**src/verilog/tap_map.svh**
```systemverilog
// boundary-scan tap constants: instruction codes, chain layout, reset values
`ifndef TAP_MAP_SVH
`define TAP_MAP_SVH
`define TAP_IR_W          3
`define TAP_IR_EXTEST     3'h0
`define TAP_IR_IDENT      3'h1
`define TAP_IR_SAMPLE_Z   3'h2
`define TAP_IR_SAMPLE     3'h4
`define TAP_IR_BYPASS     3'h7
`define TAP_IR_CAPTURE    3'h1
`define TAP_BSR_LEN       108
`define TAP_CTRL_CELL     48
`define TAP_ID_W          32
`define TAP_ID_DEFAULT    32'h0000_0001
`define TAP_DATA_W        36
`endif

```
**src/verilog/tap_pkg.sv**
```systemverilog
// boundary-scan tap types: controller states and pin groups
package tap_pkg;
  typedef enum logic [15:0] {
    ST_RESET      = 16'h0001,
    ST_IDLE       = 16'h0002,
    ST_SEL_DR     = 16'h0004,
    ST_CAP_DR     = 16'h0008,
    ST_SHIFT_DR   = 16'h0010,
    ST_EXIT1_DR   = 16'h0020,
    ST_PAUSE_DR   = 16'h0040,
    ST_EXIT2_DR   = 16'h0080,
    ST_UPD_DR     = 16'h0100,
    ST_SEL_IR     = 16'h0200,
    ST_CAP_IR     = 16'h0400,
    ST_SHIFT_IR   = 16'h0800,
    ST_EXIT1_IR   = 16'h1000,
    ST_PAUSE_IR   = 16'h2000,
    ST_EXIT2_IR   = 16'h4000,
    ST_UPD_IR     = 16'h8000
  } tap_state_t;

  // link pins from the tester, raw at the controller input and synchronised at its output
  typedef struct packed {
    logic tck;
    logic tms;
    logic tdi;
  } jtag_in_t;

  // strobes from the controller: both tck edges, the test-reset level, and the states left on the tck rising edge
  typedef struct packed {
    logic tck_rise;
    logic tck_fall;
    logic test_reset;
    logic cap_dr;
    logic shift_dr;
    logic upd_dr;
    logic cap_ir;
    logic shift_ir;
    logic upd_ir;
  } tap_ctl_t;
endpackage

```
**src/verilog/tap_fsm.sv**
```systemverilog
// tap controller: pin synchronisers, tck edge finder and sixteen-state machine
`timescale 1ns/1ps
`include "tap_map.svh"
module tap_fsm (
  input  wire logic             clk_sys_i,
  input  wire logic             reset_n_i,
  input  wire tap_pkg::jtag_in_t pins_i,
  output tap_pkg::jtag_in_t     pins_o,
  output tap_pkg::tap_ctl_t     ctl_o,
  output tap_pkg::tap_state_t   state_o
);
  import tap_pkg::*;

  logic [2:0]  sync1_r;
  logic [2:0]  sync2_r;
  logic [2:0]  sync3_r;
  logic [2:0]  stable_r;
  tap_state_t  state_r;
  tap_state_t  state_nxt;

  // three stages; a pin counts as changed once stages two and three agree
  always_ff @(posedge clk_sys_i) begin
    if (!reset_n_i) begin
      sync1_r  <= 3'h0;
      sync2_r  <= 3'h0;
      sync3_r  <= 3'h0;
      stable_r <= 3'h0;
    end else begin
      sync1_r  <= {pins_i.tck, pins_i.tms, pins_i.tdi};
      sync2_r  <= sync1_r;
      sync3_r  <= sync2_r;
      for (int i = 0; i < 3; i++) begin
        if (sync2_r[i] == sync3_r[i]) stable_r[i] <= sync3_r[i];
      end
    end
  end

  wire tck_now  = (sync2_r[2] == sync3_r[2]) ? sync3_r[2] : stable_r[2];
  wire rise     = tck_now & ~stable_r[2];
  wire fall     = ~tck_now & stable_r[2];
  wire tms      = stable_r[1];

  // standard transition table, advanced on each tck rising edge
  always_comb begin
    state_nxt = state_r;
    unique case (state_r)
      ST_RESET:    state_nxt = tms ? ST_RESET    : ST_IDLE;
      ST_IDLE:     state_nxt = tms ? ST_SEL_DR   : ST_IDLE;
      ST_SEL_DR:   state_nxt = tms ? ST_SEL_IR   : ST_CAP_DR;
      ST_CAP_DR:   state_nxt = tms ? ST_EXIT1_DR : ST_SHIFT_DR;
      ST_SHIFT_DR: state_nxt = tms ? ST_EXIT1_DR : ST_SHIFT_DR;
      ST_EXIT1_DR: state_nxt = tms ? ST_UPD_DR   : ST_PAUSE_DR;
      ST_PAUSE_DR: state_nxt = tms ? ST_EXIT2_DR : ST_PAUSE_DR;
      ST_EXIT2_DR: state_nxt = tms ? ST_UPD_DR   : ST_SHIFT_DR;
      ST_UPD_DR:   state_nxt = tms ? ST_SEL_DR   : ST_IDLE;
      ST_SEL_IR:   state_nxt = tms ? ST_RESET    : ST_CAP_IR;
      ST_CAP_IR:   state_nxt = tms ? ST_EXIT1_IR : ST_SHIFT_IR;
      ST_SHIFT_IR: state_nxt = tms ? ST_EXIT1_IR : ST_SHIFT_IR;
      ST_EXIT1_IR: state_nxt = tms ? ST_UPD_IR   : ST_PAUSE_IR;
      ST_PAUSE_IR: state_nxt = tms ? ST_EXIT2_IR : ST_PAUSE_IR;
      ST_EXIT2_IR: state_nxt = tms ? ST_UPD_IR   : ST_SHIFT_IR;
      ST_UPD_IR:   state_nxt = tms ? ST_SEL_DR   : ST_IDLE;
      default:     state_nxt = ST_RESET;
    endcase
  end

  always_ff @(posedge clk_sys_i) begin
    if (!reset_n_i) state_r <= ST_RESET;
    else if (rise)  state_r <= state_nxt;
  end

  // strobes name the state being left at this tck edge
  assign ctl_o.tck_rise   = rise;
  assign ctl_o.tck_fall   = fall;
  assign ctl_o.test_reset = (state_r == ST_RESET);
  assign ctl_o.cap_dr     = rise & (state_r == ST_CAP_DR);
  assign ctl_o.shift_dr   = rise & (state_r == ST_SHIFT_DR);
  assign ctl_o.upd_dr     = rise & (state_r == ST_UPD_DR);
  assign ctl_o.cap_ir     = rise & (state_r == ST_CAP_IR);
  assign ctl_o.shift_ir   = rise & (state_r == ST_SHIFT_IR);
  assign ctl_o.upd_ir     = rise & (state_r == ST_UPD_IR);
  assign pins_o.tck       = tck_now;
  assign pins_o.tms       = tms;
  assign pins_o.tdi       = stable_r[0];
  assign state_o          = state_r;
endmodule

```
**src/verilog/sram_tap.sv**
```systemverilog
// boundary-scan test access port of a burst sram: instruction decode and pin control
`timescale 1ns/1ps
`include "tap_map.svh"
module sram_tap #(
  parameter int                 DATA_W  = `TAP_DATA_W,
  parameter int                 IN_W    = 56,
  parameter logic [`TAP_ID_W-1:0] ID_CODE = `TAP_ID_DEFAULT  // arbitrary value
) (
  input  wire logic              clk_sys_i,
  input  wire logic              reset_n_i,
  input  wire logic              tck_i,
  input  wire logic              tms_i,
  input  wire logic              tdi_i,
  output logic                   tdo_o,
  output logic                   tdo_oe_n_o,
  input  wire logic [IN_W-1:0]   sram_in_pad_i,
  input  wire logic              sram_reading_i,
  input  wire logic              echo_clock_int_i,
  input  wire logic              echo_clock_inv_int_i,
  input  wire logic [DATA_W-1:0] read_data_int_i,
  input  wire logic              read_data_oe_int_i,
  input  wire logic              echo_clock_pad_i,
  input  wire logic              echo_clock_inv_pad_i,
  input  wire logic [DATA_W-1:0] read_data_pad_i,
  output logic                   echo_clock_out_o,
  output logic                   echo_clock_out_inverted_o,
  output logic                   echo_clock_oe_n_o,
  output logic [DATA_W-1:0]      read_data_o,
  output logic                   read_data_oe_n_o,
  output logic [`TAP_IR_W-1:0]   instr_o
);
  import tap_pkg::*;

  localparam int CHAIN = 2 + DATA_W + 1 + IN_W;  // echo pair, data, control, inputs
  localparam int CTRL  = `TAP_CTRL_CELL;

  // chain order: [1:0] echo pair, read data, then inputs with the control cell at CTRL
  localparam int D_LO  = 2;
  localparam int C_POS = D_LO + DATA_W;  // first cell above the read data
  localparam int IN_LO = CTRL - C_POS;   // input cells below the control cell

  // the control cell must sit among the input cells, at its fixed place
  if (CTRL <= C_POS || CTRL >= CHAIN - 1) begin : g_bad_chain
    $error("boundary chain cannot hold the control cell at its fixed place");
  end
  if (DATA_W < 1 || IN_W < 1) begin : g_bad_width
    $error("widths must be positive");
  end

  jtag_in_t   pins_in;
  jtag_in_t   pins;
  tap_ctl_t   ctl;
  tap_state_t state;

  assign pins_in.tck = tck_i;
  assign pins_in.tms = tms_i;
  assign pins_in.tdi = tdi_i;

  tap_fsm u_fsm (
    .clk_sys_i (clk_sys_i),
    .reset_n_i (reset_n_i),
    .pins_i    (pins_in),
    .pins_o    (pins),
    .ctl_o     (ctl),
    .state_o   (state)
  );

  logic [`TAP_IR_W-1:0] ir_shift_r;
  logic [`TAP_IR_W-1:0] ir_r;
  logic                 bypass_r;
  logic [`TAP_ID_W-1:0] id_r;
  logic [CHAIN-1:0]     bsr_r;
  logic [CHAIN-1:0]     upd_r;
  logic                 ctrl_r;
  logic                 ext_drive_r;

  // decoding of the active instruction; reserved codes fall to bypass
  function automatic logic [4:0] decode(input logic [`TAP_IR_W-1:0] code);
    logic [4:0] d;
    d = 5'h0;
    unique case (code)
      `TAP_IR_EXTEST:   d[0] = 1'b1;
      `TAP_IR_IDENT:    d[1] = 1'b1;
      `TAP_IR_SAMPLE_Z: d[2] = 1'b1;
      `TAP_IR_SAMPLE:   d[3] = 1'b1;
      default:          d[4] = 1'b1;
    endcase
    return d;
  endfunction

  wire [4:0] dec        = decode(ir_r);
  wire       is_extest  = dec[0];
  wire       is_ident   = dec[1];
  wire       is_samplez = dec[2];
  wire       is_sample  = dec[3];
  wire       is_bypass  = dec[4];
  wire       use_bsr    = is_extest | is_samplez | is_sample;

  // capture sources per instruction for the echo pair and read-data cells
  wire       pad_cap    = is_extest | is_samplez;
  wire       echo_c0    = pad_cap ? echo_clock_pad_i     : echo_clock_int_i;
  wire       echo_c1    = pad_cap ? echo_clock_inv_pad_i : echo_clock_inv_int_i;
  wire       data_int   = is_sample & sram_reading_i;
  wire [DATA_W-1:0] data_cap = data_int ? read_data_int_i : read_data_pad_i;
  wire [CHAIN-1:0]  cap_vec  = {sram_in_pad_i[IN_W-1:IN_LO], ctrl_r, sram_in_pad_i[IN_LO-1:0],
                                data_cap, echo_c1, echo_c0};

  // instruction register; id is reloaded whenever test-logic-reset is held
  always_ff @(posedge clk_sys_i) begin
    if (!reset_n_i) begin
      ir_shift_r <= `TAP_IR_IDENT;
      ir_r       <= `TAP_IR_IDENT;
    end else if (ctl.test_reset) begin
      ir_r       <= `TAP_IR_IDENT;
    end else if (ctl.cap_ir) begin
      ir_shift_r <= `TAP_IR_CAPTURE;
    end else if (ctl.shift_ir) begin
      ir_shift_r <= {pins.tdi, ir_shift_r[`TAP_IR_W-1:1]};  // lsb nearest tdo
    end else if (ctl.upd_ir) begin
      ir_r       <= ir_shift_r;
    end
  end

  // bypass and identification data registers
  always_ff @(posedge clk_sys_i) begin
    if (!reset_n_i) begin
      bypass_r <= 1'b0;
      id_r     <= ID_CODE;
    end else if (ctl.cap_dr) begin
      bypass_r <= 1'b0;
      id_r     <= ID_CODE;
    end else if (ctl.shift_dr) begin
      bypass_r <= pins.tdi;
      id_r     <= {pins.tdi, id_r[`TAP_ID_W-1:1]};
    end
  end

  // boundary chain: capture, shift, then update cells on update-dr
  always_ff @(posedge clk_sys_i) begin
    if (!reset_n_i) begin
      bsr_r <= '0;
      upd_r <= '0;
    end else if (ctl.cap_dr && use_bsr) begin
      bsr_r <= cap_vec;
    end else if (ctl.shift_dr && use_bsr) begin
      bsr_r <= {pins.tdi, bsr_r[CHAIN-1:1]};
    end else if (ctl.upd_dr && use_bsr) begin
      upd_r <= bsr_r;
    end
  end

  // control cell and extest drive; update-ir of extest enables preloaded data
  always_ff @(posedge clk_sys_i) begin
    if (!reset_n_i) begin
      ctrl_r      <= 1'b0;
      ext_drive_r <= 1'b0;
    end else begin
      if (ctl.upd_dr && (is_extest || is_sample)) ctrl_r <= bsr_r[CTRL];
      if (ctl.test_reset)                         ext_drive_r <= 1'b0;
      else if (ctl.upd_ir)                        ext_drive_r <= (ir_shift_r == `TAP_IR_EXTEST);
    end
  end

  // tdo changes on the tck falling edge from the selected register's lsb
  wire tdo_sel = is_bypass ? bypass_r :
                 is_ident  ? id_r[0]  : bsr_r[0];
  wire in_shift = (state == ST_SHIFT_DR) | (state == ST_SHIFT_IR);
  wire tdo_bit  = (state == ST_SHIFT_IR) ? ir_shift_r[0] : tdo_sel;

  always_ff @(posedge clk_sys_i) begin
    if (!reset_n_i) begin
      tdo_o      <= 1'b0;
      tdo_oe_n_o <= 1'b1;
    end else if (ctl.tck_fall) begin
      tdo_o      <= tdo_bit;
      tdo_oe_n_o <= ~in_shift;
    end
  end

  // pin muxing: extest uses update cells, sample-z floats, others pass sram
  wire ext_on     = is_extest & ext_drive_r;
  wire echo_v     = ext_on ? upd_r[0] : echo_clock_int_i;
  wire echo_inv_v = ext_on ? upd_r[1] : echo_clock_inv_int_i;
  wire echo_oe_n  = is_samplez;
  wire [DATA_W-1:0] data_v = ext_on ? upd_r[C_POS-1:D_LO] : read_data_int_i;
  wire data_oe_n  = is_samplez ? 1'b1 :
                    is_extest  ? ~(ext_on & ctrl_r) :
                                 ~read_data_oe_int_i;

  // registered pin outputs; a cycle of delay is fine against the sram clocks
  always_ff @(posedge clk_sys_i) begin
    if (!reset_n_i) begin
      echo_clock_out_o          <= 1'b0;
      echo_clock_out_inverted_o <= 1'b0;
      echo_clock_oe_n_o         <= 1'b0;
      read_data_o               <= '0;
      read_data_oe_n_o          <= 1'b1;
      instr_o                   <= `TAP_IR_IDENT;
    end else begin
      echo_clock_out_o          <= echo_v;
      echo_clock_out_inverted_o <= echo_inv_v;
      echo_clock_oe_n_o         <= echo_oe_n;
      read_data_o               <= data_v;
      read_data_oe_n_o          <= data_oe_n;
      instr_o                   <= ir_r;
    end
  end
endmodule

```
**config.mk**
```make
export PLATFORM = sky130hd
export DESIGN_NAME = sram_tap
export DESIGN_NICKNAME = d
export VERILOG_FILES = /design/src/verilog/tap_pkg.sv /design/src/verilog/tap_fsm.sv /design/src/verilog/sram_tap.sv
export VERILOG_INCLUDE_DIRS = /design/src /design/src/verilog
export SDC_FILE = /design/constraint.sdc
export NUM_CORES = 1
export LEC_CHECK = 0
export BUFFER_PORTS_ARGS = -buffer_cell sky130_fd_sc_hd__buf_4
export CAP_MARGIN = 5
export CORE_MARGIN = 8
export CORE_UTILIZATION = 35
export DETAILED_ROUTE_END_ITERATION = 8
export GPL_TIMING_DRIVEN = 0
export SLEW_MARGIN = 20
export SYNTH_ARGS = -nofsm -noshare
export SYNTH_HDL_FRONTEND = slang
export SYNTH_SLANG_ARGS = --single-unit
```
**constraint.sdc**
```tcl
create_clock -name clk_sys_i -period 2.84 [get_ports clk_sys_i]
set_input_delay 0.852 -clock clk_sys_i [delete_from_list [all_inputs] [get_ports clk_sys_i]]
set_output_delay 0.852 -clock clk_sys_i [all_outputs]
set_load 0.01 [all_outputs]
```
After elaboration in Yosys (flattened, before gate mapping):

Cells that the tools add are included.

* equal/unequal tests: 22
* muxes and demuxes: 32
* bitwise logic cells: 25
* reductions and logical operators: 19

Operators by type and width (count)
* 16-bit case mux with 12 select lines: 1
* 95-bit two-way mux: 2
* 36-bit two-way mux: 2
* 16-bit two-way mux: 2
* 9-bit two-way mux: 2
* 16-bit by 1-bit equality test with 1-bit output (second input constant): 1
* 16-bit by 10-bit equality test with 1-bit output (second input constant): 1
* 16-bit by 11-bit equality test with 1-bit output (second input constant): 1
* 16-bit by 12-bit equality test with 1-bit output (second input constant): 1
* 16-bit by 13-bit equality test with 1-bit output (second input constant): 1
* 16-bit by 14-bit equality test with 1-bit output (second input constant): 1
* 16-bit by 15-bit equality test with 1-bit output (second input constant): 1
* 16-bit equality test (second input constant): 1
* 16-bit by 2-bit equality test with 1-bit output (second input constant): 1
* 16-bit by 3-bit equality test with 1-bit output (second input constant): 1
* 16-bit by 4-bit equality test with 1-bit output (second input constant): 1
* 16-bit by 5-bit equality test with 1-bit output (second input constant): 1
* 16-bit by 6-bit equality test with 1-bit output (second input constant): 1
* 16-bit by 7-bit equality test with 1-bit output (second input constant): 1
* 16-bit by 8-bit equality test with 1-bit output (second input constant): 1
* 16-bit by 9-bit equality test with 1-bit output (second input constant): 1
* 15-bit two-way mux: 1
* 1-bit two-way mux: 13
* 13-bit two-way mux: 1
* 22 further kinds: 58

* bits in registers: 247
* output and inout port bits: 45
* logic and storage cells: 121

Logic depth before layout (Yosys ltp):

Gate-level depths: netlist of run 1.

* depth in word-level cells: 7
* gate-level depth with buffers: 9
* gate-level depth less buffers: 5

Hierarchy:

Synthesis of run 1 repeated with hierarchy kept, for this count alone.

* cell total of the unflattened synthesis: 1263
* area total of the unflattened synthesis: 11006.8 sq um

By module, submodules not included
* sram_tap: times used 1, cells each 1070, area an instance 9327.7 sq um, sequential area each 4364.2 sq um
* tap_fsm: times used 1, cells each 193, area an instance 1679.1 sq um, sequential area each 560.5 sq um

Least setup slack after synthesis of run 1:

No wires, ideal clock.

* kind: in2reg
* from: in sram_reading_i
* to: reg bsr_r[10]
* setup time: 0.076 ns
* arrival time: 2.019 ns
* required time: 2.764 ns
* slack: 0.745 ns
* cell stages on the path: 7
* buffers on the path: 2
* cell sequence: nor4bb_1 clkbuf_1 clkbuf_1 nand2_1 nand3_1 o211ai_1 a21boi_0

* cells in the longest elaborated chain, start to end: 3

RTL lines
* from (decl): RTL line sram_tap.sv:17 `input wire logic sram_reading_i,`
* 1-bit AND: RTL line sram_tap.sv:103 `wire data_int = is_sample & sram_reading_i;`
* 36-bit two-way mux: RTL line sram_tap.sv:104 `wire [DATA_W-1:0] data_cap = data_int ? read_data_int_i : read_data_pad_i;`
* 95-bit two-way mux: RTL line sram_tap.sv:143 `end else if (ctl.cap_dr && use_bsr) begin`
* to (signal assigned): RTL line sram_tap.sv:144 `bsr_r <= cap_vec;`
* to (signal assigned): RTL line sram_tap.sv:146 `bsr_r <= {pins.tdi, bsr_r[CHAIN-1:1]};`
* to (decl): RTL line sram_tap.sv:72 `logic [CHAIN-1:0] bsr_r;`

Every way passes these cells.
A chain may end at the register's enable or synchronous reset.

Final worst setup path of run 1:

* from: reg u_fsm.state_r[8], in the netlist u_fsm.state_o[8]
* to: reg id_r[23]

* cells in the longest elaborated chain, start to end: 3

RTL lines
* from (decl): RTL line tap_fsm.sv:18 `tap_state_t state_r;`
* from (signal assigned): RTL line tap_fsm.sv:69 `else if (rise) state_r <= state_nxt;`
* 16-bit by 4-bit equality test with 1-bit output: RTL line tap_fsm.sv:76 `assign ctl_o.cap_dr = rise & (state_r == ST_CAP_DR);`
* 1-bit AND: RTL line tap_fsm.sv:76
* 2-bit OR reduction (no source line)
* to (signal assigned): RTL line sram_tap.sv:134 `` id_r <= {pins.tdi, id_r[`TAP_ID_W-1:1]}; ``
* to (decl): RTL line sram_tap.sv:71 `` logic [`TAP_ID_W-1:0] id_r; ``

Parallel ways exist; a longest one is shown, timed or not.

==> results of run 1 <==
-- cell usage in the layout (no fill, tap or decap), drive strengths merged, types with 4 or more instances in the layout --
cell type	synthesis	layout
nand2	351	351
dfxtp	246	246
buf	51	234
a21boi	126	126
clkbuf	64	105
nand3	103	103
o21ai	71	71
o22ai	58	58
a21oi	40	40
o211ai	37	37
and2	17	17
nor2	16	16
nor4	13	13
nor3	10	10
nand4	8	8
nor2b	7	7
nand2b	6	6
or4	6	6
clkinv	0	5
a22oi	4	4
o31ai	4	4
mux2i	4	4
nor4b	4	4
or4b	4	4
inv	3	4
-- kinds of logic (layout without fill, tap and decap cells) --
kind of cell,count (synthesis),after routing,share of synthesized area
multiplexers,6,6,0.00597
XOR/XNOR,5,5,0.00418
AND/OR/NAND/NOR,558,558,0.247
buffers and inverters,118,349,0.0544
flip-flops,246,246,0.470
AO/OA/AOI/OAI,351,351,0.219
-- cells in the mapped netlist (6+ instances only) --
cell / instances
sky130_fd_sc_hd__o21ai_0: 21
sky130_fd_sc_hd__nand2_1: 351
sky130_fd_sc_hd__dfxtp_1: 246
sky130_fd_sc_hd__clkbuf_1: 64
sky130_fd_sc_hd__buf_2: 27
sky130_fd_sc_hd__o21ai_1: 50
sky130_fd_sc_hd__buf_4: 9
sky130_fd_sc_hd__a21boi_1: 40
sky130_fd_sc_hd__a21oi_1: 40
sky130_fd_sc_hd__nor2b_1: 7
sky130_fd_sc_hd__nand4_1: 7
sky130_fd_sc_hd__buf_1: 7
sky130_fd_sc_hd__nand2b_1: 6
sky130_fd_sc_hd__o22ai_1: 58
sky130_fd_sc_hd__nor2_1: 15
sky130_fd_sc_hd__o211ai_1: 37
sky130_fd_sc_hd__a21boi_0: 86
sky130_fd_sc_hd__nor3_1: 10
sky130_fd_sc_hd__buf_6: 8
sky130_fd_sc_hd__nand3_1: 103
sky130_fd_sc_hd__and2_1: 15
-- registers in the layout, indices dropped and copies added (netlist names), 3 cells and up --
name	cells
ir_r	3
instr_o	3
bsr_r	95
u_fsm.stable_r	3
u_fsm.sync2_r	3
id_r	31
read_data_o	36
u_fsm.state_o	16
u_fsm.sync1_r	3
upd_r	38
ir_shift_r	3
u_fsm.sync3_r	3
-- routing by layer --
layer	share of wire	global-route usage	vias up
met5	0	0	-
met4	0.020	0.0376	0
met3	0.068	0.0414	45
met2	0.44	0.266	249
met1	0.47	0.227	4506
li1	-	-	4888
-- through the flow --
| stage | setup slack (ps) | util | std cells | area [µm²] |
|---|---|---|---|---|
| 2_1_floorplan | 745 | - | 1284 | 10500 |
| 4_1_cts | 120 | 0.447 | 1905 | 13200 |
| 3_5_place_dp | 90.5 | 0.418 | 1857 | 12300 |
| 6_report | 203 | 0.448 | 1905 | 13200 |
| 5_1_grt | 4.58 | 0.448 | 1905 | 13200 |
| 3_3_place_gp | 65.7 | 0.418 | 1857 | 12300 |
-- report_power, final --
group	leakage (nW)	switching, mW	internal [mW]
sequential	1.99	0.0114	3.49
combinational	2.35	0.152	0.210
clock	0.442	1.39	2.06
-- worst reg2reg max path, cell delays in order, from the launching register on --
cell	delay, ps
sky130_fd_sc_hd__dfxtp_1	370
sky130_fd_sc_hd__or4_1	680
sky130_fd_sc_hd__nor2_2	360
sky130_fd_sc_hd__nand4_2	310
sky130_fd_sc_hd__buf_2	300
sky130_fd_sc_hd__nand2_1	180
sky130_fd_sc_hd__buf_2	250
sky130_fd_sc_hd__a21oi_1	70
-- how the worst min path moves through the flow --
stage	start	to	slack (ps)	depth (start not counted)
6_report	u_fsm.sync1_r[0]	u_fsm.sync2_r[0]	430	1
5_1_grt	u_fsm.sync1_r[1]	u_fsm.sync2_r[1]	450	1
4_1_cts	u_fsm.sync1_r[0]	u_fsm.sync2_r[0]	440	1
3_5_place_dp	u_fsm.sync1_r[0]	u_fsm.sync2_r[0]	420	1
3_3_place_gp	u_fsm.sync1_r[0]	u_fsm.sync2_r[0]	420	1
2_1_floorplan	u_fsm.sync1_r[0]	u_fsm.sync2_r[0]	410	1
-- area by class of cell --
| type | count | area (µm²) | area share |
|---|---|---|---|
| Buffer | 115 | 561 | 0.0424 |
| Timing Repair Buffer | 183 | 1370 | 0.104 |
| Sequential cell | 246 | 4920 | 0.372 |
| Tap cell | 390 | 488 | 0.0369 |
| Inverter | 3 | 11.3 | 0.000851 |
| Multi-Input combinational cell | 920 | 4990 | 0.377 |
| Clock buffer | 41 | 818 | 0.0618 |
| Clock inverter | 7 | 63.8 | 0.00482 |
==> impl_metrics.prom, run 1 <==
# TYPE chip_impl_metric gauge
chip_impl_info{name="worstReg2RegStart",value="u_fsm.state_o[8]"} 1
chip_impl_metric{name="cp_max_fo",unit=""} 10
chip_impl_metric{name="post_cts_buffers",unit=""} 0
chip_impl_metric{name="hold_buffers",unit=""} 0
chip_impl_info{name="yosysTopAreaCell",value="sky130_fd_sc_hd__dfxtp_1"} 1
chip_impl_info{name="reg2reg_to",value="id_r[23]"} 1
chip_impl_metric{name="design.final.nets",unit=""} 1635
chip_impl_metric{name="grt_pass1_wl",unit="µm"} 50200
chip_impl_metric{name="grt_pass1_vias",unit=""} 9460
chip_impl_metric{name="worst_ep_required_time",unit="ps"} 3260
chip_impl_metric{name="place.port_buffers",unit=""} 183
chip_impl_metric{name="maximum_number_of_pins_on_one_net_before_global_route_repair",unit=""} 14
chip_impl_metric{name="clkLatencyLatePin",unit="ps"} 540
chip_impl_metric{name="timing_worst_slew_pin_value",unit="ps"} 780
chip_impl_info{name="hold_path.class",value="reg2reg"} 1
chip_impl_metric{name="floorplan.die.height",unit="µm"} 189
chip_impl_metric{name="worst_ep_arrival_time",unit="ps"} 3060
chip_impl_metric{name="hold_viol_final",unit=""} 0
chip_impl_metric{name="route.detailed.vias_per_inst",unit=""} 5.09
chip_impl_metric{name="critical_path.n_buffers_inverters",unit=""} 2
chip_impl_metric{name="clockBufferDepth",unit=""} 3
chip_impl_info{name="cp_cell_sequence",value="or4_1 -> nor2_2 -> nand4_2 -> buf_2 -> nand2_1 -> buf_2 -> a21oi_1"} 1
chip_impl_metric{name="synth.net_count",unit=""} 1423
chip_impl_metric{name="power",unit="mW"} 7.32
chip_impl_info{name="rsz_0062_raised_after_global_routing",value="false"} 1
chip_impl_metric{name="drc_errors_left",unit=""} 0
chip_impl_metric{name="timing.final.setup_violations",unit=""} 0
chip_impl_metric{name="ys_async_sr_fraction",unit=""} 0
chip_impl_metric{name="skew",unit="ps"} 21.8
chip_impl_metric{name="io_pins",unit=""} 184
chip_impl_metric{name="n_fill_cell",unit=""} 2972
chip_impl_info{name="outcome",value="complete, no violations"} 1
chip_impl_metric{name="power.density_cell_area",unit="nW/µm²"} 553
chip_impl_info{name="clock_tree_from_tritoncts",value="built"} 1
chip_impl_metric{name="mappedNetlistArea",unit="µm²"} 10500
chip_impl_metric{name="setup_total_negative_slack",unit="ps"} 0
chip_impl_metric{name="gpl.final_weighted_congestion",unit=""} 0.855
chip_impl_metric{name="num_antenna_cells",unit=""} 0
chip_impl_metric{name="drive_gt1_frac",unit=""} 0.193
chip_impl_info{name="critical_path.top_delay_family",value="simple AND/OR/NAND/NOR gates"} 1
chip_impl_metric{name="floorplan.die_area",unit="µm²"} 35700
chip_impl_info{name="worst_setup_path_end_kind",value="flop"} 1
chip_impl_metric{name="cp_num_cells",unit=""} 7
chip_impl_metric{name="finalMaxSlewViolations",unit=""} 0
chip_impl_metric{name="clkSinkCount",unit=""} 246
chip_impl_metric{name="number_of_synthesized_register_bits",unit=""} 246
chip_impl_metric{name="synth.avg_cell_area",unit="µm²"} 8.16
chip_impl_metric{name="netlist-cell-type-count",unit=""} 57
chip_impl_metric{name="number_of_antenna_violations_at_the_first_check_in_global_routing",unit=""} 0
chip_impl_metric{name="wirelength",unit="µm"} 30800
chip_impl_metric{name="post_drt_wl_per_cell",unit="µm"} 16.2
chip_impl_info{name="cp_slowest_cell",value="sky130_fd_sc_hd__or4_1"} 1
chip_impl_metric{name="detailedPlacementHpwl",unit="µm"} 22600
chip_impl_info{name="ys_top_cells_by_area",value="sky130_fd_sc_hd__dfxtp_1 47%, sky130_fd_sc_hd__nand2_1 13%, sky130_fd_sc_hd__a21boi_0 6.2%"} 1
chip_impl_metric{name="grt_overflow_total",unit=""} 0
chip_impl_metric{name="period_needed",unit="ps"} 2640
chip_impl_metric{name="max-slew-margin-rel",unit=""} 0.476
chip_impl_metric{name="starting_density_of_the_core",unit=""} 0.355
chip_impl_info{name="critPathKind",value="reg2reg"} 1
chip_impl_metric{name="cts-resized-gates",unit=""} 0
chip_impl_info{name="endpoint",value="id_r[23]"} 1
chip_impl_metric{name="hold-worst-slack",unit="ps"} 431
chip_impl_metric{name="area_growth_from_synthesis_to_layout",unit="%"} 26.2
chip_impl_metric{name="timing.final.crit_share",unit=""} 0.929
chip_impl_metric{name="yosysWarnings",unit=""} 0
chip_impl_metric{name="core",unit="µm²"} 29600
chip_impl_metric{name="leakagePower",unit="nW"} 4.79
chip_impl_info{name="cts-root-buf",value="sky130_fd_sc_hd__clkbuf_16"} 1
chip_impl_metric{name="cts_inserted_buffers",unit=""} 27
chip_impl_info{name="critical-path-top-cell-by-count",value="sky130_fd_sc_hd__buf_2"} 1
chip_impl_metric{name="post-synth-top-area-fraction",unit=""} 0.470
chip_impl_metric{name="maximum_resistive_drop_on_vdd",unit="µV"} 382
chip_impl_metric{name="die_x",unit="µm"} 189
chip_impl_metric{name="worst_setup_hold_path_clk_slew",unit="ps"} 70
chip_impl_metric{name="cp_slowest_stage_delay",unit="ps"} 680
chip_impl_metric{name="mapped_cells",unit=""} 1284
chip_impl_metric{name="worstRegToRegCells",unit=""} 7
chip_impl_metric{name="h-tree-depth",unit=""} 1
chip_impl_metric{name="count_of_vias_placed_by_the_detailed_router",unit=""} 9688
chip_impl_metric{name="detailedRoute.firstIterationViolations",unit=""} 583
chip_impl_metric{name="r2r_slack",unit="ps"} 200
chip_impl_info{name="startpoint_type_of_the_worst_setup_path",value="flop"} 1
chip_impl_info{name="critical_path.startpoint",value="u_fsm.state_o[8]"} 1
chip_impl_metric{name="track_usage",unit=""} 0.168
chip_impl_metric{name="ant_nets",unit=""} 0
chip_impl_info{name="dominantRegCellSynth",value="sky130_fd_sc_hd__dfxtp_1"} 1
chip_impl_metric{name="synth.yosys.seq_area_share",unit=""} 0.470
chip_impl_metric{name="drt-pass1-iter-count",unit=""} 5
chip_impl_metric{name="synth_enable_flop_cells",unit=""} 0
chip_impl_metric{name="achievable_frequency",unit="MHz"} 379
chip_impl_metric{name="maxCapViolations",unit=""} 0
chip_impl_metric{name="rows",unit=""} 63
Power figures use the tool's default switching activity.
==> run 2: changes to the inputs <==
--- a/config.mk
+++ b/config.mk
@@ -10,6 +10,7 @@
 export CAP_MARGIN = 5
 export CORE_MARGIN = 8
 export CORE_UTILIZATION = 35
+export CTS_BUF_LIST = sky130_fd_sc_hd__clkbuf_16
 export DETAILED_ROUTE_END_ITERATION = 8
 export GPL_TIMING_DRIVEN = 0
 export SLEW_MARGIN = 20
==> run 2 against run 1 <==
Power is 3.7% lower. Clock-buffer cell count shrank 14. Sequential power hardly changed. Critical path depth is the same. Critical endpoint is now bypass_r. Core utilization shrank 0.30 points. Sequential share of layout area is 0.25 points higher. Combinational power hardly changed. Largest cell class unchanged. Critical path type unchanged.
==> impl_metrics.prom, run 2 (synthesis gave the netlist of run 1 again) <==
# TYPE chip_impl_metric gauge
chip_impl_metric{name="worst_ep_required_time",unit="ps"} 3260
chip_impl_info{name="outcome",value="complete, no violations"} 1
chip_impl_metric{name="cp_max_fo",unit=""} 10
chip_impl_info{name="critPathKind",value="reg2reg"} 1
chip_impl_info{name="grt.busiest_layer",value="met2"} 1
chip_impl_metric{name="power.density_cell_area",unit="nW/µm²"} 536
chip_impl_metric{name="globalRouteMet2Util",unit=""} 0.267
chip_impl_metric{name="use_met3",unit=""} 0.0414
chip_impl_metric{name="h-tree-depth",unit=""} 1
chip_impl_metric{name="leakagePower",unit="nW"} 4.76
chip_impl_info{name="mostFrequentLayoutCells",value="351 x sky130_fd_sc_hd__nand2_1, 246 x sky130_fd_sc_hd__dfxtp_1, 192 x sky130_fd_sc_hd__buf_4, 103 x sky130_fd_sc_hd__nand3_1, 86 x sky130_fd_sc_hd__a21boi_0"} 1
chip_impl_info{name="largestRegisters",value="bsr_r x95, upd_r x38, read_data_o x36"} 1
chip_impl_metric{name="core",unit="µm²"} 29600
chip_impl_metric{name="grt_overflow_total",unit=""} 0
chip_impl_metric{name="clkSinkCount",unit=""} 246
chip_impl_metric{name="count_of_vias_placed_by_the_detailed_router",unit=""} 9643
chip_impl_metric{name="grt_pass1_vias",unit=""} 9454
chip_impl_metric{name="skew",unit="ps"} 18.4
chip_impl_metric{name="max_reg_flops",unit=""} 95
chip_impl_metric{name="drive_gt1_frac",unit=""} 0.187
chip_impl_metric{name="slack_of_the_critical_path",unit="ps"} 212
chip_impl_metric{name="post_drt_wl_per_cell",unit="µm"} 16.2
chip_impl_metric{name="clkLatencyLatePin",unit="ps"} 540
chip_impl_metric{name="num_antenna_cells",unit=""} 0
chip_impl_metric{name="io_pins",unit=""} 184
chip_impl_metric{name="worst_setup_hold_path_clk_slew",unit="ps"} 60
chip_impl_metric{name="starting_density_of_the_core",unit=""} 0.355
chip_impl_metric{name="place.port_buffers",unit=""} 183
chip_impl_metric{name="finalMaxSlewViolations",unit=""} 0
chip_impl_metric{name="clockBufferDepth",unit=""} 3
chip_impl_metric{name="groute.layer.met1.usage",unit=""} 0.226
chip_impl_metric{name="drt-pass1-iter-count",unit=""} 5
chip_impl_info{name="rsz_0062_raised_after_global_routing",value="false"} 1
chip_impl_info{name="worst_setup_path_end_kind",value="flop"} 1
chip_impl_info{name="hold_path.class",value="reg2reg"} 1
chip_impl_metric{name="maximum_resistive_drop_on_vdd",unit="µV"} 382
chip_impl_info{name="clock_tree_from_tritoncts",value="built"} 1
chip_impl_metric{name="drc_errors_left",unit=""} 0
chip_impl_metric{name="die_x",unit="µm"} 189
chip_impl_info{name="leading_cell_type_in_the_layout_fill_and_taps_excluded",value="sky130_fd_sc_hd__nand2_1"} 1
chip_impl_metric{name="gpl.final_weighted_congestion",unit=""} 0.855
chip_impl_metric{name="track_usage",unit=""} 0.168
chip_impl_metric{name="detailedPlacementHpwl",unit="µm"} 22600
chip_impl_metric{name="timing.final.crit_share",unit=""} 0.925
chip_impl_metric{name="route.detailed.vias_per_inst",unit=""} 5.06
chip_impl_metric{name="hold_viol_final",unit=""} 0
chip_impl_metric{name="number_of_antenna_violations_at_the_first_check_in_global_routing",unit=""} 0
chip_impl_metric{name="floorplan.die_area",unit="µm²"} 35700
chip_impl_metric{name="grt_pass1_wl",unit="µm"} 50200
chip_impl_metric{name="max-slew-margin-rel",unit=""} 0.468
chip_impl_metric{name="detailedRoute.firstIterationViolations",unit=""} 605
chip_impl_metric{name="achievable_frequency",unit="MHz"} 381
chip_impl_metric{name="floorplan.die.height",unit="µm"} 189
chip_impl_metric{name="design.final.nets",unit=""} 1635
chip_impl_metric{name="min_path_cells",unit=""} 1
chip_impl_metric{name="multi_input_gate_area_in_the_final_layout",unit="µm²"} 4990
chip_impl_metric{name="timing_worst_slew_pin_value",unit="ps"} 791
chip_impl_metric{name="maximum_number_of_pins_on_one_net_before_global_route_repair",unit=""} 14
chip_impl_metric{name="ant_nets",unit=""} 0
chip_impl_metric{name="rows",unit=""} 63
chip_impl_metric{name="period_needed",unit="ps"} 2630
chip_impl_metric{name="power",unit="mW"} 7.05
chip_impl_metric{name="worst_ep_arrival_time",unit="ps"} 3040
chip_impl_metric{name="wirelength",unit="µm"} 30900
chip_impl_metric{name="area.sequential",unit="µm²"} 4920
chip_impl_info{name="startpoint_type_of_the_worst_setup_path",value="flop"} 1
chip_impl_metric{name="post_cts_buffers",unit=""} 0
chip_impl_metric{name="cts_inserted_buffers",unit=""} 27
chip_impl_metric{name="maxCapViolations",unit=""} 0
chip_impl_info{name="registers.top_by_ff_count",value="bsr_r"} 1
chip_impl_metric{name="timing.final.setup_violations",unit=""} 0
chip_impl_info{name="cts-root-buf",value="sky130_fd_sc_hd__clkbuf_16"} 1
chip_impl_metric{name="setup_total_negative_slack",unit="ps"} 0
chip_impl_metric{name="n_fill_cell",unit=""} 2994
chip_impl_metric{name="worstRegToRegCells",unit=""} 7
chip_impl_metric{name="area_growth_from_synthesis_to_layout",unit="%"} 25.4
chip_impl_metric{name="worst_slack_after_detailed_placement",unit="ps"} 90.5
run 2: layout make-up:
class,instances,share of cell area
sequential,246,0.375
clock buffer,27,0.0514
inverter,3,0.000857
buffer,115,0.0426
clock inverter,21,0.00885
tap,390,0.0371
multi-input combinational,920,0.380
timing repair buffer,183,0.105
run 2: through the flow:
step                      hold WS [ps]  utilization  area [µm²]  cells
final                              431        0.445       13100   1905
after global routing               450        0.445       13100   1905
after CTS                          437        0.444       13100   1905
after detailed placement           423        0.418       12300   1857
after global placement             418        0.418       12300   1857
after floorplan                    412            -       10500   1284
run 2: where the power goes:
group,switching [mW],internal (mW),total (mW)
logic,0.152,0.210,0.362
clock network,1.39,1.80,3.19
registers,0.0114,3.49,3.50
run 2: critical path: stages, from the launching register on:
cell and delay (ps):
sky130_fd_sc_hd__dfxtp_1 370, sky130_fd_sc_hd__or4_1 680, sky130_fd_sc_hd__nor2_2 350, sky130_fd_sc_hd__nand4_2 300, sky130_fd_sc_hd__buf_2 300, sky130_fd_sc_hd__nand2_1 180
sky130_fd_sc_hd__buf_2 260, sky130_fd_sc_hd__a21oi_1 60
run 2: path summary, 6_finish.rpt:
kind | from | endpoint | slack (ps)
setup / recovery | u_fsm.state_o[8] | bypass_r | 210
hold / removal | u_fsm.sync1_r[0] | u_fsm.sync2_r[0] | 430
setup reg to reg | u_fsm.state_o[8] | bypass_r | 210
hold reg to reg | u_fsm.sync1_r[0] | u_fsm.sync2_r[0] | 430
run 2: layer usage:
metal	routed length, µm	part of all wire	vias up
met4	604	0.020	0
li1	-	-	4895
met5	0	0	-
met1	14700	0.48	4454
met3	2100	0.068	41
met2	13500	0.44	253
run 2: timing repair:
action / in CTS / in global routing
endpoints found under the setup margin: 0 / 30
gates resized for setup: 0 / 3
hold buffers: 0 / 0
==> run 3: changes to the inputs <==
--- a/config.mk
+++ b/config.mk
@@ -6,6 +6,7 @@
 export SDC_FILE = /design/constraint.sdc
 export NUM_CORES = 1
 export LEC_CHECK = 0
+export ABC_AREA = 1
 export BUFFER_PORTS_ARGS = -buffer_cell sky130_fd_sc_hd__buf_4
 export CAP_MARGIN = 5
 export CORE_MARGIN = 8
==> run 3 against run 2 <==
Die area is 1.3% higher. Non-clock buffer count is 11 lower. Core utilization is 0.21 points lower. Register-to-register slack better by 320 ps. Sequential cell count stayed put. Maximum frequency is 14% higher. Clock skew is 6.2 ps lower. Clock-buffer cell count is 2 higher. Critical endpoint is now bsr_r[35]. Largest cell class is now registers.
==> impl_metrics.prom, run 3 <==
# TYPE chip_impl_metric gauge
chip_impl_metric{name="n_fill_cell",unit=""} 3104
chip_impl_info{name="critPathKind",value="reg2reg"} 1
chip_impl_metric{name="leakagePower",unit="nW"} 6.15
chip_impl_metric{name="number_of_synthesized_register_bits",unit=""} 246
chip_impl_metric{name="synth_enable_flop_cells",unit=""} 0
chip_impl_metric{name="period_needed",unit="ps"} 2310
chip_impl_metric{name="setup_total_negative_slack",unit="ps"} 0
chip_impl_metric{name="grt_overflow_total",unit=""} 0
chip_impl_metric{name="timing.final.crit_share",unit=""} 0.813
chip_impl_info{name="cts-root-buf",value="sky130_fd_sc_hd__clkbuf_16"} 1
chip_impl_metric{name="rows",unit=""} 64
chip_impl_metric{name="cp_slowest_stage_delay",unit="ps"} 580
chip_impl_metric{name="post-synth-top-area-fraction",unit=""} 0.463
chip_impl_metric{name="fraction_of_synthesized_cell_area_in_xor_and_xnor_cells",unit=""} 0
chip_impl_metric{name="placed_cells",unit=""} 2067
chip_impl_metric{name="skew",unit="ps"} 12.3
chip_impl_info{name="critical_path.top_delay_family",value="simple AND/OR/NAND/NOR gates"} 1
chip_impl_metric{name="cp_max_fo",unit=""} 10
chip_impl_info{name="ys_top_cells_by_area",value="sky130_fd_sc_hd__dfxtp_1 46%, sky130_fd_sc_hd__a21oi_1 12%, sky130_fd_sc_hd__nand2_1 11%"} 1
chip_impl_metric{name="multi_input_gate_area_in_the_final_layout",unit="µm²"} 4520
chip_impl_info{name="rsz_0062_raised_after_global_routing",value="false"} 1
chip_impl_metric{name="finalNonFillerCells",unit=""} 2122
chip_impl_metric{name="post_cts_buffers",unit=""} 0
chip_impl_metric{name="wirelength",unit="µm"} 32300
chip_impl_metric{name="yosysWarnings",unit=""} 0
chip_impl_metric{name="synthSimpleGateAreaFrac",unit=""} 0.198
chip_impl_metric{name="track_usage",unit=""} 0.172
chip_impl_metric{name="synth.net_count",unit=""} 1628
chip_impl_metric{name="clockBufferDepth",unit=""} 3
chip_impl_metric{name="hold_buffers",unit=""} 0
chip_impl_metric{name="drt-pass1-iter-count",unit=""} 5
chip_impl_metric{name="worst_ep_required_time",unit="ps"} 3270
chip_impl_info{name="cp_slowest_cell",value="sky130_fd_sc_hd__clkbuf_1"} 1
chip_impl_info{name="dominant_combinational_cell_family_by_area_after_synthesis",value="compound AO/OA/AOI/OAI gates"} 1
chip_impl_info{name="worstReg2RegStart",value="ir_r[1]"} 1
chip_impl_metric{name="maxCapViolations",unit=""} 0
chip_impl_info{name="critical_path.startpoint",value="ir_r[1]"} 1
chip_impl_metric{name="ys_async_sr_fraction",unit=""} 0
chip_impl_info{name="dominantRegCellSynth",value="sky130_fd_sc_hd__dfxtp_1"} 1
chip_impl_metric{name="power.density_cell_area",unit="nW/µm²"} 551
chip_impl_info{name="startpoint_type_of_the_worst_setup_path",value="flop"} 1
chip_impl_metric{name="area.sequential",unit="µm²"} 4920
chip_impl_metric{name="clkLatencyLatePin",unit="ps"} 540
chip_impl_metric{name="cts_inserted_buffers",unit=""} 29
chip_impl_info{name="registers.top_by_ff_count",value="bsr_r"} 1
chip_impl_info{name="worst_setup_path_end_kind",value="flop"} 1
chip_impl_info{name="worstHoldStart",value="u_fsm.sync1_r[1]"} 1
chip_impl_metric{name="achievable_frequency",unit="MHz"} 433
chip_impl_metric{name="netlist-cell-type-count",unit=""} 29
chip_impl_metric{name="route.detailed.vias_per_inst",unit=""} 4.83
chip_impl_metric{name="max-slew-margin-rel",unit=""} 0.514
chip_impl_metric{name="post_drt_wl_per_cell",unit="µm"} 15.2
chip_impl_metric{name="worst_ep_arrival_time",unit="ps"} 2740
chip_impl_metric{name="count_of_vias_placed_by_the_detailed_router",unit=""} 10200
chip_impl_metric{name="gpl.final_weighted_congestion",unit=""} 0.822
chip_impl_info{name="mostFrequentLayoutCells",value="305 x sky130_fd_sc_hd__nand2_1, 250 x sky130_fd_sc_hd__a21oi_1, 246 x sky130_fd_sc_hd__dfxtp_1, 190 x sky130_fd_sc_hd__buf_4, 186 x sky130_fd_sc_hd__inv_1"} 1
chip_impl_metric{name="worst_setup_hold_path_clk_slew",unit="ps"} 60
chip_impl_metric{name="synth.yosys.seq_area_share",unit=""} 0.463
chip_impl_metric{name="maximum_resistive_drop_on_vdd",unit="µV"} 419
chip_impl_metric{name="drive_gt1_frac",unit=""} 0.175
chip_impl_metric{name="floorplan.die_area",unit="µm²"} 36200
chip_impl_metric{name="h-tree-depth",unit=""} 1
chip_impl_metric{name="design.final.nets",unit=""} 1841
chip_impl_metric{name="maximum_number_of_pins_on_one_net_before_global_route_repair",unit=""} 14
chip_impl_info{name="leading_cell_type_in_the_layout_fill_and_taps_excluded",value="sky130_fd_sc_hd__nand2_1"} 1
chip_impl_metric{name="mapped_cells",unit=""} 1489
chip_impl_metric{name="synth.avg_cell_area",unit="µm²"} 7.14
chip_impl_metric{name="cts-resized-gates",unit=""} 0
chip_impl_metric{name="power",unit="mW"} 7.39
chip_impl_metric{name="hold_viol_final",unit=""} 0
chip_impl_metric{name="drc_errors_left",unit=""} 0
chip_impl_metric{name="ant_nets",unit=""} 0
chip_impl_metric{name="number_of_antenna_violations_at_the_first_check_in_global_routing",unit=""} 3
chip_impl_metric{name="place.port_buffers",unit=""} 182
chip_impl_metric{name="grt_pass1_vias",unit=""} 10100
chip_impl_metric{name="timing_worst_slew_pin_value",unit="ps"} 729
chip_impl_info{name="cp_cell_sequence",value="nor2_1 -> nand3_1 -> clkbuf_1 -> nor2_1 -> a21oi_1 -> nand2_1 -> a21oi_1 -> nor2_1"} 1
chip_impl_metric{name="area_growth_from_synthesis_to_layout",unit="%"} 26.1
chip_impl_metric{name="io_pins",unit=""} 184
chip_impl_metric{name="core",unit="µm²"} 30300
chip_impl_metric{name="floorplan.die.height",unit="µm"} 190
chip_impl_metric{name="grt_pass1_wl",unit="µm"} 52000
chip_impl_metric{name="synth_fa_ha_area_frac",unit=""} 0
chip_impl_metric{name="finalMaxSlewViolations",unit=""} 0
chip_impl_metric{name="detailedRoute.firstIterationViolations",unit=""} 587
chip_impl_metric{name="timing.final.setup_violations",unit=""} 0
chip_impl_info{name="largestRegisters",value="bsr_r x95, upd_r x38, read_data_o x36"} 1
chip_impl_metric{name="detailedPlacementHpwl",unit="µm"} 24100
chip_impl_metric{name="clkSinkCount",unit=""} 246
chip_impl_metric{name="critical_path.n_buffers_inverters",unit=""} 1
chip_impl_info{name="clock_tree_from_tritoncts",value="built"} 1
chip_impl_info{name="synthMostInstantiatedCell",value="sky130_fd_sc_hd__nand2_1"} 1
chip_impl_info{name="synthTopCellsByCount",value="305 x sky130_fd_sc_hd__nand2_1, 250 x sky130_fd_sc_hd__a21oi_1, 246 x sky130_fd_sc_hd__dfxtp_1, 178 x sky130_fd_sc_hd__inv_1, 120 x sky130_fd_sc_hd__nor2_1"} 1
chip_impl_metric{name="synth-compound-area-share",unit=""} 0.227
chip_impl_info{name="hold_path.class",value="reg2reg"} 1
chip_impl_metric{name="max_reg_flops",unit=""} 95
chip_impl_info{name="outcome",value="complete, no violations"} 1
chip_impl_metric{name="muxShareOfSynthArea",unit=""} 0
chip_impl_info{name="yosysTopAreaCell",value="sky130_fd_sc_hd__dfxtp_1"} 1
chip_impl_metric{name="mappedNetlistArea",unit="µm²"} 10600
chip_impl_metric{name="starting_density_of_the_core",unit=""} 0.351
chip_impl_info{name="critical-path-top-cell-by-count",value="sky130_fd_sc_hd__nor2_1"} 1
chip_impl_metric{name="die_x",unit="µm"} 190
[run 3: cell types whose count changed in the layout (fill, tap and decap cells not counted), sizes merged, moves of 55 or more]
cell and change:
o21ai +55, nor2 +116, a21boi -126, inv +180, nand3 -81, a21oi +224
[run 3: power breakdown]
part           leakage, nW  switching, mW  internal [mW]
clock                0.471           1.42           2.11
combinational         3.69          0.175          0.191
sequential            1.99         0.0120           3.49
[run 3: logic make-up after synthesis]
group / count (synthesis)
AOI/OAI and AO/OA: 454
buffers and inverters: 285
DFF: 246
and+or+nand+nor: 504
[run 3: layer usage]
metal,GRT usage,vias up,share of wire
met3,0.0267,59,0.048
met1,0.207,4678,0.43
met4,0.0519,0,0.024
met2,0.312,217,0.50
met5,0,-,0
li1,-,5290,-
[run 3: worst paths after layout]
path                 endpoint  slack [ps]  cells after the start
max                 bsr_r[35]         530                      8
min          u_fsm.sync2_r[1]         410                      2
max reg2reg         bsr_r[35]         530                      8
min reg2reg  u_fsm.sync2_r[1]         410                      2
[run 3: stage by stage]
step	util	instance area, µm²	worst slack, ps	hold WS (ps)
finish	0.443	13400	532	410
global route	0.443	13400	419	454
global placement	0.413	12500	194	397
floorplan	-	10600	1000	390
detailed placement	0.413	12500	154	402
CTS	0.442	13400	571	416
[run 3: worst reg2reg max path, cell delays in order (launching register included)]
cell and delay (ps):
sky130_fd_sc_hd__dfxtp_1 430, sky130_fd_sc_hd__nor2_1 100, sky130_fd_sc_hd__nand3_1 470, sky130_fd_sc_hd__clkbuf_1 590, sky130_fd_sc_hd__nor2_1 90, sky130_fd_sc_hd__a21oi_1 270
sky130_fd_sc_hd__nand2_1 90, sky130_fd_sc_hd__a21oi_1 120, sky130_fd_sc_hd__nor2_1 50
[run 3: cell type report]
type | instances | area share
Multi-Input combinational cell | 958 | 0.338
Sequential cell | 246 | 0.368
Clock inverter | 23 | 0.0130
Antenna cell | 3 | 0.000560
Buffer | 105 | 0.0377
Inverter | 180 | 0.0504
Clock buffer | 29 | 0.0542
Timing Repair Buffer | 182 | 0.102
Tap cell | 396 | 0.0370
